<file path="src/shared/trig_io_defines.svh">
// register offsets, field positions, reset values and timing counts
// of the machine trigger interface; definitions only
`ifndef TRIG_IO_DEFINES_SVH
`define TRIG_IO_DEFINES_SVH

// register byte offsets
`define TIO_CTRL_OFS 8'h00
`define TIO_MAP_OFS 8'h04
`define TIO_OSEL_OFS 8'h08
`define TIO_IO_OFS 8'h0c
`define TIO_ISTS_OFS 8'h10
`define TIO_IMSK_OFS 8'h14
`define TIO_PINS_OFS 8'h18

// control register fields
`define TIO_CTRL_AUTO_BIT 0
`define TIO_CTRL_DRIVE_BIT 1
`define TIO_CTRL_SWALM_BIT 2
`define TIO_CTRL_RST 32'h0000_0000

// event map: inputs 2..6, three bits each, code 0 means no event
`define TIO_MAP_W 3
`define TIO_MAP_RST 32'h0000_0000

// output source select: outputs 2..4, two bits each
`define TIO_OSEL_W 2
`define TIO_OSEL_RST 32'h0000_0024

// interrupt status bits
`define TIO_IRQ_START 0
`define TIO_IRQ_ALARM 1
`define TIO_IRQ_EVENT 2
`define TIO_IRQ_MLOST 3
`define TIO_IRQ_W 4

// axi responses
`define TIO_RESP_OKAY 2'b00
`define TIO_RESP_SLVERR 2'b10

// glitch filter time and its cycle count, rounded up
`define TIO_CLK_NS 50
`define TIO_GLITCH_NS 1000
`define TIO_GLITCH_CYC ((`TIO_GLITCH_NS + `TIO_CLK_NS - 1) / `TIO_CLK_NS)

`endif

</file>
<file path="src/shared/trig_io_pkg.sv">
// types shared by the trigger interface modules
// assumes trig_io_defines.svh for all numeric constants
package trig_io_pkg;

  // cycle sequencer states, one-hot
  typedef enum logic [1:0] {
    ST_IDLE = 2'b01,
    ST_RUN = 2'b10
  } cycle_state_t;

  // sources selectable for outputs two to four
  typedef enum logic [1:0] {
    SRC_READY = 2'b00,
    SRC_ALL_OPEN = 2'b01,
    SRC_ONE_OPEN = 2'b10,
    SRC_RUNNING = 2'b11
  } out_src_t;

endpackage : trig_io_pkg

</file>
<file path="src/hdl/input_filter.sv">
// two-flop synchroniser followed by a stability filter for one pin
// assumes an asynchronous level input and one clock
`timescale 1ns/10ps
`default_nettype none

module input_filter #(
  parameter int FILTER_CYCLES = 20
) (
  // clock and reset
  input wire logic clk_i,
  input wire logic resetn_i,
  // pin and filtered level
  input wire logic pin_i,
  output logic level_o
);

  localparam int CW = $clog2(FILTER_CYCLES + 1);

  logic sync1_reg;
  logic sync2_reg;
  logic [CW-1:0] cnt_reg;

  // a zero window would let every glitch through
  if (FILTER_CYCLES < 1) begin : g_bad_cycles
    $error("input_filter: FILTER_CYCLES must be at least 1");
  end

  // first flop is read only by the second
  always_ff @(posedge clk_i) begin
    if (!resetn_i) begin
      sync1_reg <= 1'b0;
      sync2_reg <= 1'b0;
    end else begin
      sync1_reg <= pin_i;
      sync2_reg <= sync1_reg;
    end
  end

  // output follows only after the new level held for the full window
  always_ff @(posedge clk_i) begin
    if (!resetn_i) begin
      cnt_reg <= '0;
      level_o <= 1'b0;
    end else if (sync2_reg == level_o) begin
      cnt_reg <= '0;
    end else if (cnt_reg == CW'(FILTER_CYCLES - 1)) begin
      cnt_reg <= '0;
      level_o <= sync2_reg;
    end else begin
      cnt_reg <= cnt_reg + CW'(1);
    end
  end

endmodule : input_filter

`default_nettype wire

</file>
<file path="src/hdl/machine_trigger_io.sv">
// machine trigger interface: eight filtered inputs, four outputs,
// axi4-lite register slave and a level interrupt
// assumes one clock, synchronous active-low reset, pin state from drives
`include "trig_io_defines.svh"
`timescale 1ns/10ps
`default_nettype none

module machine_trigger_io #(
  parameter int N_PINS = 8,
  parameter int FILTER_CYCLES = `TIO_GLITCH_CYC
) (
  // clock and reset
  input wire logic clk_i,
  input wire logic resetn_i,
  // machine side pins
  input wire logic [7:0] sig_in_i,
  output logic [3:0] sig_out_o,
  // controller side
  input wire logic alarm_i,
  input wire logic [N_PINS-1:0] pin_open_i,
  input wire logic cycle_done_i,
  output logic cycle_start_o,
  output logic [7:0] event_o,
  output logic move_allow_o,
  output logic drive_hold_o,
  output logic [11:0] io_status_o,
  output logic irq_o,
  // axi4-lite write
  input wire logic [7:0] s_axi_awaddr,
  input wire logic s_axi_awvalid,
  output logic s_axi_awready,
  input wire logic [31:0] s_axi_wdata,
  input wire logic [3:0] s_axi_wstrb,
  input wire logic s_axi_wvalid,
  output logic s_axi_wready,
  output logic [1:0] s_axi_bresp,
  output logic s_axi_bvalid,
  input wire logic s_axi_bready,
  // axi4-lite read
  input wire logic [7:0] s_axi_araddr,
  input wire logic s_axi_arvalid,
  output logic s_axi_arready,
  output logic [31:0] s_axi_rdata,
  output logic [1:0] s_axi_rresp,
  output logic s_axi_rvalid,
  input wire logic s_axi_rready
);

  // refuse pin counts outside 1 to 16; the pins register reads back 32 bits
  if (N_PINS < 1 || N_PINS > 16) begin : g_bad_pins
    $error("machine_trigger_io: N_PINS out of 1..16");
  end

  // ************************************************************
  // input conditioning
  // ************************************************************
  logic [7:0] in_lvl;
  logic [7:0] in_prev_reg;
  logic [7:0] in_rise;

  // one filter per input pin
  genvar gi;
  generate
    for (gi = 0; gi < 8; gi++) begin : g_filt
      input_filter #(
        .FILTER_CYCLES(FILTER_CYCLES)
      ) u_filt (
        .clk_i(clk_i),
        .resetn_i(resetn_i),
        .pin_i(sig_in_i[gi]),
        .level_o(in_lvl[gi])
      );
    end
  endgenerate

  // edges are taken from filtered levels only
  always_ff @(posedge clk_i) begin
    if (!resetn_i) in_prev_reg <= 8'h00;
    else in_prev_reg <= in_lvl;
  end
  assign in_rise = in_lvl & ~in_prev_reg;

  wire logic motion_en = in_lvl[6];
  wire logic process_en = in_lvl[7];

  // ************************************************************
  // registers
  // ************************************************************
  logic [2:0] ctrl_reg;
  logic [14:0] map_reg;
  logic [5:0] osel_reg;
  logic [`TIO_IRQ_W-1:0] ists_reg;
  logic [`TIO_IRQ_W-1:0] imsk_reg;
  logic [`TIO_IRQ_W-1:0] irq_set;
  trig_io_pkg::cycle_state_t state_reg;

  wire logic auto_en = ctrl_reg[`TIO_CTRL_AUTO_BIT];
  wire logic drive_en = ctrl_reg[`TIO_CTRL_DRIVE_BIT];
  wire logic alarm_any = alarm_i | ctrl_reg[`TIO_CTRL_SWALM_BIT];

  // merge write data into a register under byte strobes
  function automatic logic [31:0] wmerge(input logic [31:0] old_v,
                                          input logic [31:0] new_v,
                                          input logic [3:0] strb);
    logic [31:0] m;
    m = {{8{strb[3]}}, {8{strb[2]}}, {8{strb[1]}}, {8{strb[0]}}};
    wmerge = (old_v & ~m) | (new_v & m);
  endfunction : wmerge

  // true when an offset names a register of this block
  function automatic logic ofs_hit(input logic [7:0] a);
    ofs_hit = (a == `TIO_CTRL_OFS) || (a == `TIO_MAP_OFS) ||
              (a == `TIO_OSEL_OFS) || (a == `TIO_IO_OFS) ||
              (a == `TIO_ISTS_OFS) || (a == `TIO_IMSK_OFS) ||
              (a == `TIO_PINS_OFS);
  endfunction : ofs_hit

  // ************************************************************
  // axi4-lite write channel
  // ************************************************************
  logic aw_held_reg;
  logic w_held_reg;
  logic [7:0] awaddr_reg;
  logic [31:0] wdata_reg;
  logic [3:0] wstrb_reg;
  logic wr_fire;

  assign s_axi_awready = !aw_held_reg && !s_axi_bvalid;
  assign s_axi_wready = !w_held_reg && !s_axi_bvalid;
  assign wr_fire = aw_held_reg && w_held_reg && !s_axi_bvalid;

  // address and data are latched independently, in either order
  always_ff @(posedge clk_i) begin
    if (!resetn_i) begin
      aw_held_reg <= 1'b0;
      w_held_reg <= 1'b0;
      awaddr_reg <= 8'h00;
      wdata_reg <= 32'h0000_0000;
      wstrb_reg <= 4'h0;
    end else begin
      if (s_axi_awvalid && s_axi_awready) begin
        aw_held_reg <= 1'b1;
        awaddr_reg <= {s_axi_awaddr[7:2], 2'b00};
      end else if (wr_fire) begin
        aw_held_reg <= 1'b0;
      end
      if (s_axi_wvalid && s_axi_wready) begin
        w_held_reg <= 1'b1;
        wdata_reg <= s_axi_wdata;
        wstrb_reg <= s_axi_wstrb;
      end else if (wr_fire) begin
        w_held_reg <= 1'b0;
      end
    end
  end

  // write response one cycle after both halves are held
  always_ff @(posedge clk_i) begin
    if (!resetn_i) begin
      s_axi_bvalid <= 1'b0;
      s_axi_bresp <= `TIO_RESP_OKAY;
    end else if (wr_fire) begin
      s_axi_bvalid <= 1'b1;
      s_axi_bresp <= ofs_hit(awaddr_reg) ? `TIO_RESP_OKAY : `TIO_RESP_SLVERR;
    end else if (s_axi_bready) begin
      s_axi_bvalid <= 1'b0;
    end
  end

  // configuration registers; the map has room for inputs two to six only
  always_ff @(posedge clk_i) begin
    if (!resetn_i) begin
      ctrl_reg <= 3'(`TIO_CTRL_RST);
      map_reg <= 15'(`TIO_MAP_RST);
      osel_reg <= 6'(`TIO_OSEL_RST);
      imsk_reg <= '0;
    end else if (wr_fire) begin
      unique case (awaddr_reg)
        `TIO_CTRL_OFS: ctrl_reg <= 3'(wmerge({29'h0, ctrl_reg}, wdata_reg, wstrb_reg));
        `TIO_MAP_OFS: map_reg <= 15'(wmerge({17'h0, map_reg}, wdata_reg, wstrb_reg));
        `TIO_OSEL_OFS: osel_reg <= 6'(wmerge({26'h0, osel_reg}, wdata_reg, wstrb_reg));
        `TIO_IMSK_OFS: imsk_reg <= 4'(wmerge({28'h0, imsk_reg}, wdata_reg, wstrb_reg));
        default: ;
      endcase
    end
  end

  // sticky status: a set in the clearing cycle wins
  always_ff @(posedge clk_i) begin
    if (!resetn_i) begin
      ists_reg <= '0;
    end else begin
      logic [`TIO_IRQ_W-1:0] clr;
      clr = '0;
      if (wr_fire && awaddr_reg == `TIO_ISTS_OFS && wstrb_reg[0])
        clr = wdata_reg[`TIO_IRQ_W-1:0];
      ists_reg <= (ists_reg & ~clr) | irq_set;
    end
  end

  assign irq_o = |(ists_reg & imsk_reg);

  // ************************************************************
  // axi4-lite read channel
  // ************************************************************
  assign s_axi_arready = !s_axi_rvalid;

  // read data is registered, answer one cycle after the address
  always_ff @(posedge clk_i) begin
    if (!resetn_i) begin
      s_axi_rvalid <= 1'b0;
      s_axi_rdata <= 32'h0000_0000;
      s_axi_rresp <= `TIO_RESP_OKAY;
    end else if (s_axi_arvalid && s_axi_arready) begin
      s_axi_rvalid <= 1'b1;
      s_axi_rresp <= ofs_hit({s_axi_araddr[7:2], 2'b00}) ? `TIO_RESP_OKAY : `TIO_RESP_SLVERR;
      unique case ({s_axi_araddr[7:2], 2'b00})
        `TIO_CTRL_OFS: s_axi_rdata <= {29'h0, ctrl_reg};
        `TIO_MAP_OFS: s_axi_rdata <= {17'h0, map_reg};
        `TIO_OSEL_OFS: s_axi_rdata <= {26'h0, osel_reg};
        `TIO_IO_OFS: s_axi_rdata <= {20'h0, io_status_o};
        `TIO_ISTS_OFS: s_axi_rdata <= {28'h0, ists_reg};
        `TIO_IMSK_OFS: s_axi_rdata <= {28'h0, imsk_reg};
        `TIO_PINS_OFS: s_axi_rdata <= 32'(pin_open_i);
        default: s_axi_rdata <= 32'h0000_0000;
      endcase
    end else if (s_axi_rready) begin
      s_axi_rvalid <= 1'b0;
    end
  end

  // ************************************************************
  // cycle sequencer
  // ************************************************************
  wire logic run_ok = auto_en && process_en;
  wire logic start_ok = in_rise[0] && run_ok && state_reg == trig_io_pkg::ST_IDLE;

  // a cycle starts on input one and ends when the motion side reports done or run_ok drops
  always_ff @(posedge clk_i) begin
    if (!resetn_i) begin
      state_reg <= trig_io_pkg::ST_IDLE;
    end else begin
      unique case (state_reg)
        trig_io_pkg::ST_IDLE: if (start_ok) state_reg <= trig_io_pkg::ST_RUN;
        trig_io_pkg::ST_RUN: if (cycle_done_i || !run_ok) state_reg <= trig_io_pkg::ST_IDLE;
        default: state_reg <= trig_io_pkg::ST_IDLE;
      endcase
    end
  end

  // events fire only during a cycle, from inputs two to six
  always_ff @(posedge clk_i) begin
    if (!resetn_i) begin
      cycle_start_o <= 1'b0;
      event_o <= 8'h00;
    end else begin
      logic [7:0] ev;
      ev = 8'h00;
      for (int k = 0; k < 5; k++) begin
        if (in_rise[k+1] && state_reg == trig_io_pkg::ST_RUN)
          ev[map_reg[k*`TIO_MAP_W +: `TIO_MAP_W]] = 1'b1;
      end
      ev[0] = 1'b0; // code zero means unassigned
      cycle_start_o <= start_ok;
      event_o <= ev;
    end
  end

  assign irq_set[`TIO_IRQ_START] = start_ok;
  assign irq_set[`TIO_IRQ_ALARM] = alarm_any && !sig_out_o[0];
  assign irq_set[`TIO_IRQ_EVENT] = |event_o;
  assign irq_set[`TIO_IRQ_MLOST] = !motion_en && in_prev_reg[6];

  // ************************************************************
  // drive gating and outputs
  // ************************************************************
  // holding current does not depend on motion enable, only movement does
  always_ff @(posedge clk_i) begin
    if (!resetn_i) begin
      move_allow_o <= 1'b0;
      drive_hold_o <= 1'b0;
    end else begin
      move_allow_o <= drive_en && motion_en && !alarm_any;
      drive_hold_o <= drive_en;
    end
  end

  wire logic all_open = &pin_open_i;
  wire logic one_open = |pin_open_i;
  wire logic ready = state_reg == trig_io_pkg::ST_IDLE && run_ok && motion_en && !alarm_any;

  // pick the level a selectable output shows
  function automatic logic src_level(input logic [1:0] sel, input logic rdy,
                                     input logic allo, input logic oneo,
                                     input logic run);
    unique case (trig_io_pkg::out_src_t'(sel))
      trig_io_pkg::SRC_READY: src_level = rdy;
      trig_io_pkg::SRC_ALL_OPEN: src_level = allo;
      trig_io_pkg::SRC_ONE_OPEN: src_level = oneo;
      trig_io_pkg::SRC_RUNNING: src_level = run;
    endcase
  endfunction : src_level

  // output one is fixed to alarm, the rest follow their selection
  always_ff @(posedge clk_i) begin
    if (!resetn_i) begin
      sig_out_o <= 4'h0;
    end else begin
      sig_out_o[0] <= alarm_any;
      for (int k = 0; k < 3; k++)
        sig_out_o[k+1] <= src_level(osel_reg[k*2 +: 2], ready, all_open, one_open,
                                    state_reg == trig_io_pkg::ST_RUN);
    end
  end

  // live indicator image of all twelve signals
  always_ff @(posedge clk_i) begin
    if (!resetn_i) io_status_o <= 12'h000;
    else io_status_o <= {sig_out_o, in_lvl};
  end
endmodule : machine_trigger_io

`default_nettype wire

</file>
<file path="config.mk">
export PLATFORM = sky130hd
export DESIGN_NAME = machine_trigger_io
export DESIGN_NICKNAME = d
export VERILOG_FILES = /design/src/shared/trig_io_pkg.sv /design/src/hdl/input_filter.sv /design/src/hdl/machine_trigger_io.sv
export VERILOG_INCLUDE_DIRS = /design/src /design/src/shared
export SDC_FILE = /design/constraint.sdc
export NUM_CORES = 1
export LEC_CHECK = 0
export ABC_AREA = 1
export BUFFER_PORTS_ARGS = -buffer_cell sky130_fd_sc_hd__buf_2
export CAP_MARGIN = 0
export CELL_PAD_IN_SITES_DETAIL_PLACEMENT = 0
export CELL_PAD_IN_SITES_GLOBAL_PLACEMENT = 1
export CORE_ASPECT_RATIO = 0.7
export CORE_MARGIN = 8
export CORE_UTILIZATION = 42
export CTS_CLUSTER_DIAMETER = 60
export DETAILED_ROUTE_END_ITERATION = 10
export PLACE_DENSITY_LB_ADDON = 0.1
export SYNTH_ARGS = -nofsm -noshare
export SYNTH_HDL_FRONTEND = slang
export SYNTH_SLANG_ARGS = --single-unit
</file>
<file path="constraint.sdc">
create_clock -name clk_i -period 3.8 [get_ports clk_i]
set_clock_uncertainty 0.05 [all_clocks]
set_input_delay 0.76 -clock clk_i [delete_from_list [all_inputs] [get_ports clk_i]]
set_output_delay 0.76 -clock clk_i [all_outputs]
set_load 0.02 [all_outputs]
</file>
* Word-level counts from Yosys, hierarchy flattened *
Index checks and enable logic that the tools add are counted.

cells by class
  add/sub/neg operators = 8
  $lt $le $gt $ge = 10
  equality and inequality tests = 41
  mux-type cells = 37
  bitwise operators = 30
  reductions and logical operators = 84

operators with widths
  operator                                                    number
  one-hot mux 15 bit (7 select lines)                         1
  two-way mux 8 bit                                           9
  adder 5 x 1 -> 5 bit, second input constant                 8
  equality test 5 bit, second input constant                  8
  equality test 6 x 3 -> 1 bit, second input constant         6
  bitwise OR 8 bit                                            4
  bitwise AND 15 bit                                          2
  logical AND 1 bit                                           29
  AND reduction 2 bit                                         13
  equality test 6 x 2 -> 1 bit, second input constant         4
  OR reduction 3 bit                                          8
  less-than comparator 3 x 4 -> 1 bit, second input constant  5
  OR reduction 8 bit                                          2
  demux 1 bit (select 3 bit)                                  5
  >= comparator 3 x 1 -> 1 bit, second input constant         5
  NOT 15 bit                                                  1
  bitwise OR 15 bit                                           1
  equality test 2 bit, second input constant                  7
  logical OR 1 bit                                            13
  bitwise AND 4 bit                                           3
  bitwise AND 6 bit                                           2
  equality test 6 x 1 -> 1 bit, second input constant         2
  two-way mux 1 bit                                           12
  one-hot mux 1 bit (4 select lines)                          3
  21 further kinds                                            57

word-level totals
  flip-flop bits (word level) = 195
  bits of input ports = 77
  output and inout port bits = 69
  word-level logic and storage cells = 266

* Longest topological paths before layout *
  depth in word-level cells = 17
  gate-level depth with buffers = 10
  depth with buffers taken out = 9

* Modules after synthesis *
A second synthesis with hierarchy kept.

second synthesis, totals
  cell total of the unflattened synthesis = 1014
  area total of the unflattened synthesis = 7563.5 um^2

by module, submodules not included
  module              times used  cells an instance  area an instance (um^2)  seq. area each (um^2)
  machine_trigger_io  1           662                4800.9                   2082.0
  input_filter        8           44                 345.3                    160.2

* Worst setup path before layout *
Ideal clock, no wire load.

  path kind = input-to-reg
  from = in s_axi_araddr[7]
  to = reg s_axi_rdata[5]
  arrival = 1.676 ns
  required time = 3.680 ns
  path slack = 2.003 ns
  stages = 7
  path buffers = 0
  path through = nor2_1 nand2_1 nor2_2 nand2_1 o21ai_0 o21ai_0 a21oi_1

on the way
  word-level cells in the longest chain between the ends = 2
  elaborated cells between the ends (all ways) = 8
  those cells by class = eq/ne (6); mux (1); reduce/logical (1)

ends and longest elaborated chain
  what                                                  line                       source
  start, declared                                       machine_trigger_io.sv:40   input wire logic [7:0] s_axi_araddr,
  equality test 6 x 3 -> 1 bit (tied with other cells)  machine_trigger_io.sv:217  unique case ({s_axi_araddr[7:2], 2'b00})
  one-hot mux 15 bit (7 select lines) (*)               machine_trigger_io.sv:217
  end signal, assigned                                  machine_trigger_io.sv:218  `TIO_CTRL_OFS: s_axi_rdata <= {29'h0, ctrl_reg};
  end signal, assigned                                  machine_trigger_io.sv:219  `TIO_MAP_OFS: s_axi_rdata <= {17'h0, map_reg};
  end signal, assigned                                  machine_trigger_io.sv:220  `TIO_OSEL_OFS: s_axi_rdata <= {26'h0, osel_reg};
  end, declared                                         machine_trigger_io.sv:43   output logic [31:0] s_axi_rdata,

Mark *: on every way between the ends. The rest lies on a longest branch, timed or not.
A chain may end at the register's enable or synchronous reset.

==> reports/results.ini <==
[outcome]
status=complete, no violations

[cts]
cts_buffer_depth=2
clkTransAtPathRegs_ns=0.07
cts.sinks=168
insertion_delay_ns=0.43
cts-root-buf=clkbuf_16
cts_tree=done
numCtsBuffers=17
postCtsResizedCells=0
ctsHoldBuffers=0
post-cts-setup-buffers=0
h-tree-depth=4

[timing]
timing.final.crit_share_pct=53.4
maxSlewViolCount=0
slew_headroom_pct=37.1
fin_tns_setup_ns=0
rsz0062_at_grt=no
max_freq_mhz=493
setup_violations=0
fin_ws_ns=1.77
fin_crit_ns=2.03
finalHoldViolations=0
worstMarginPinSlew_ns=0.943

[floorplanning]
core_area_um2=16300
die_w_um=170
start_util_pct=42.8
rows=39
top_level_ports=146
die_h_um=124
dieArea_um2=21100

[layout]
antenna_cells=0
syn_to_final_growth_pct=18.3
multiInputGateArea_um2=3020
drive_gt1_share_pct=15.5
n_fill_cell=1724
regArea_um2=3360
fin_nets=1117

[global_routing]
grt.total_usage_pct=17.4
grt_max_degree=101
grt_first_pass_wirelength_um=28600
grt_pass1_vias=5403
antenna_found_initial=0
gr-total-overflow=0

[synthesis]
netlist_instances=930
yosysTopAreaCell=dfxtp_1
yosys.cell_types.count=34
yosys-top-cells-area=dfxtp_1 (48%), nand2_1 (7.7%), nor2_1 (7.5%)
synth_area_um2=6980
synth_seq_cells=168
synth-edff-count=0
synthFlopType=dfxtp_1
synth_area_per_cell_um2=7.51
ys_top_cells_by_count=dfxtp_1 (168), nand2_1 (144), nor2_1 (140)
async_reset_ff_share_pct=0
yosysTopAreaCellShare_pct=48.2
yosys.cell_count.top_type=dfxtp_1
synth-warning-count=0
ys_seq_area_share_pct=48.2

[power_and_ir_drop]
p_per_area_nw_per_um2=464
power_leakage_nw=3.79
vdd_drop_max_mv=0.203
finalPower_mw=3.83

[flow_run]
maxCapViolations=0

[routing]
drtIter0Drc=352
drc_errors=0
vias=5961
drt-total-wl_um=18100
ant_nets=0
drtPass1Iterations=5
vias_per_cell=4.69
wl_per_cell_um=14.2

[setup_path]
cp_data_required_time_ns=2.99
cp_max_fo=3
critPathLaunchType=register
cp_data_arrival_time_ns=1.22
critPathKind=reg2out
cp-end-kind=output pin

[place]
gp_congestion=0.891
dp_hpwl_um=13700
io_buffers=102
place_ws_ns=1.50

[hold_path]
worst_hold_path_type=reg2reg

## per-layer routing
layer  track usage (%)  vias up  wire, µm
met1              27.1     2602     10100
met4              4.31        0       106
met3              5.70        8      1310
met5                 0        -         0
li1                  -     3177         -
met2              21.9      174      6550
## cell usage in the layout, fill, tap and decap left out, types with 3 or more instances in the layout
cell type	n
a21oi_1	71
and3_1	4
buf_2	102
buf_4	6
clkbuf_16	17
clkbuf_8	4
conb_1	20
dfxtp_1	168
ha_1	8
inv_1	109
inv_6	3
nand2_1	144
nand3_1	55
nand3_2	3
nand4_1	32
nor2_1	140
nor2_2	7
nor3_1	11
nor3b_1	4
o211ai_1	3
o21ai_0	76
o21ai_1	6
or2_2	7
xor2_1	24
## kinds of logic (layout without fill, tap and decap cells)
logic type	count (synthesis)	after routing	share of synthesized area, %
simple gates	412	412	26.0
other cells	1	20	0.0537
fa+ha+maj	8	8	1.43
xor+xnor	24	24	3.01
compound gates	160	160	11.7
flops	168	168	48.2
buf+inv	157	253	9.62
## through the flow
step / hold slack, ns / cells / instance area, µm² / util [%]
detailed placement: 0.346 / 1238 / 7640 / 46.9
floorplan: 0.340 / 949 / 7050 / -
global placement: 0.344 / 1238 / 7640 / 46.9
finish: 0.362 / 1270 / 8260 / 50.7
global route: 0.375 / 1270 / 8260 / 50.7
CTS: 0.363 / 1270 / 8260 / 50.7
## layout make-up
| class | count | area share, % |
|---|---|---|
| tap | 225 | 3.41 |
| inverter | 113 | 5.14 |
| timing repair buffer | 108 | 6.73 |
| clock inverter | 11 | 1.64 |
| clock buffer | 21 | 5.82 |
| multi-input combinational | 624 | 36.6 |
| sequential | 168 | 40.7 |
## worst paths after layout
kind / startpoint / to / slack (ns) / cells after the start
min reg2reg: g_filt[0].u_filt.sync1_reg / g_filt[0].u_filt.sync2_reg / 0.36 / 2
max reg2reg: w_held_reg / register / 1.91 / 7
max: register / irq_o / 1.77 / 3
min: g_filt[0].u_filt.sync1_reg / g_filt[0].u_filt.sync2_reg / 0.36 / 2
## worst max-delay path: stages, from the launching register on
cell	delay [ns]
dfxtp_1	0.38
nand2_1	0.07
nand4_1	0.15
buf_2	0.20
## report_power, final
group / total (mW) / switching, mW / internal, mW / leakage [nW]
registers: 1.83 / 0.0303 / 1.80 / 1.37
logic: 0.223 / 0.155 / 0.0679 / 2.13
clock network: 1.77 / 0.721 / 1.05 / 0.299
(Power assumes the default switching activity.)
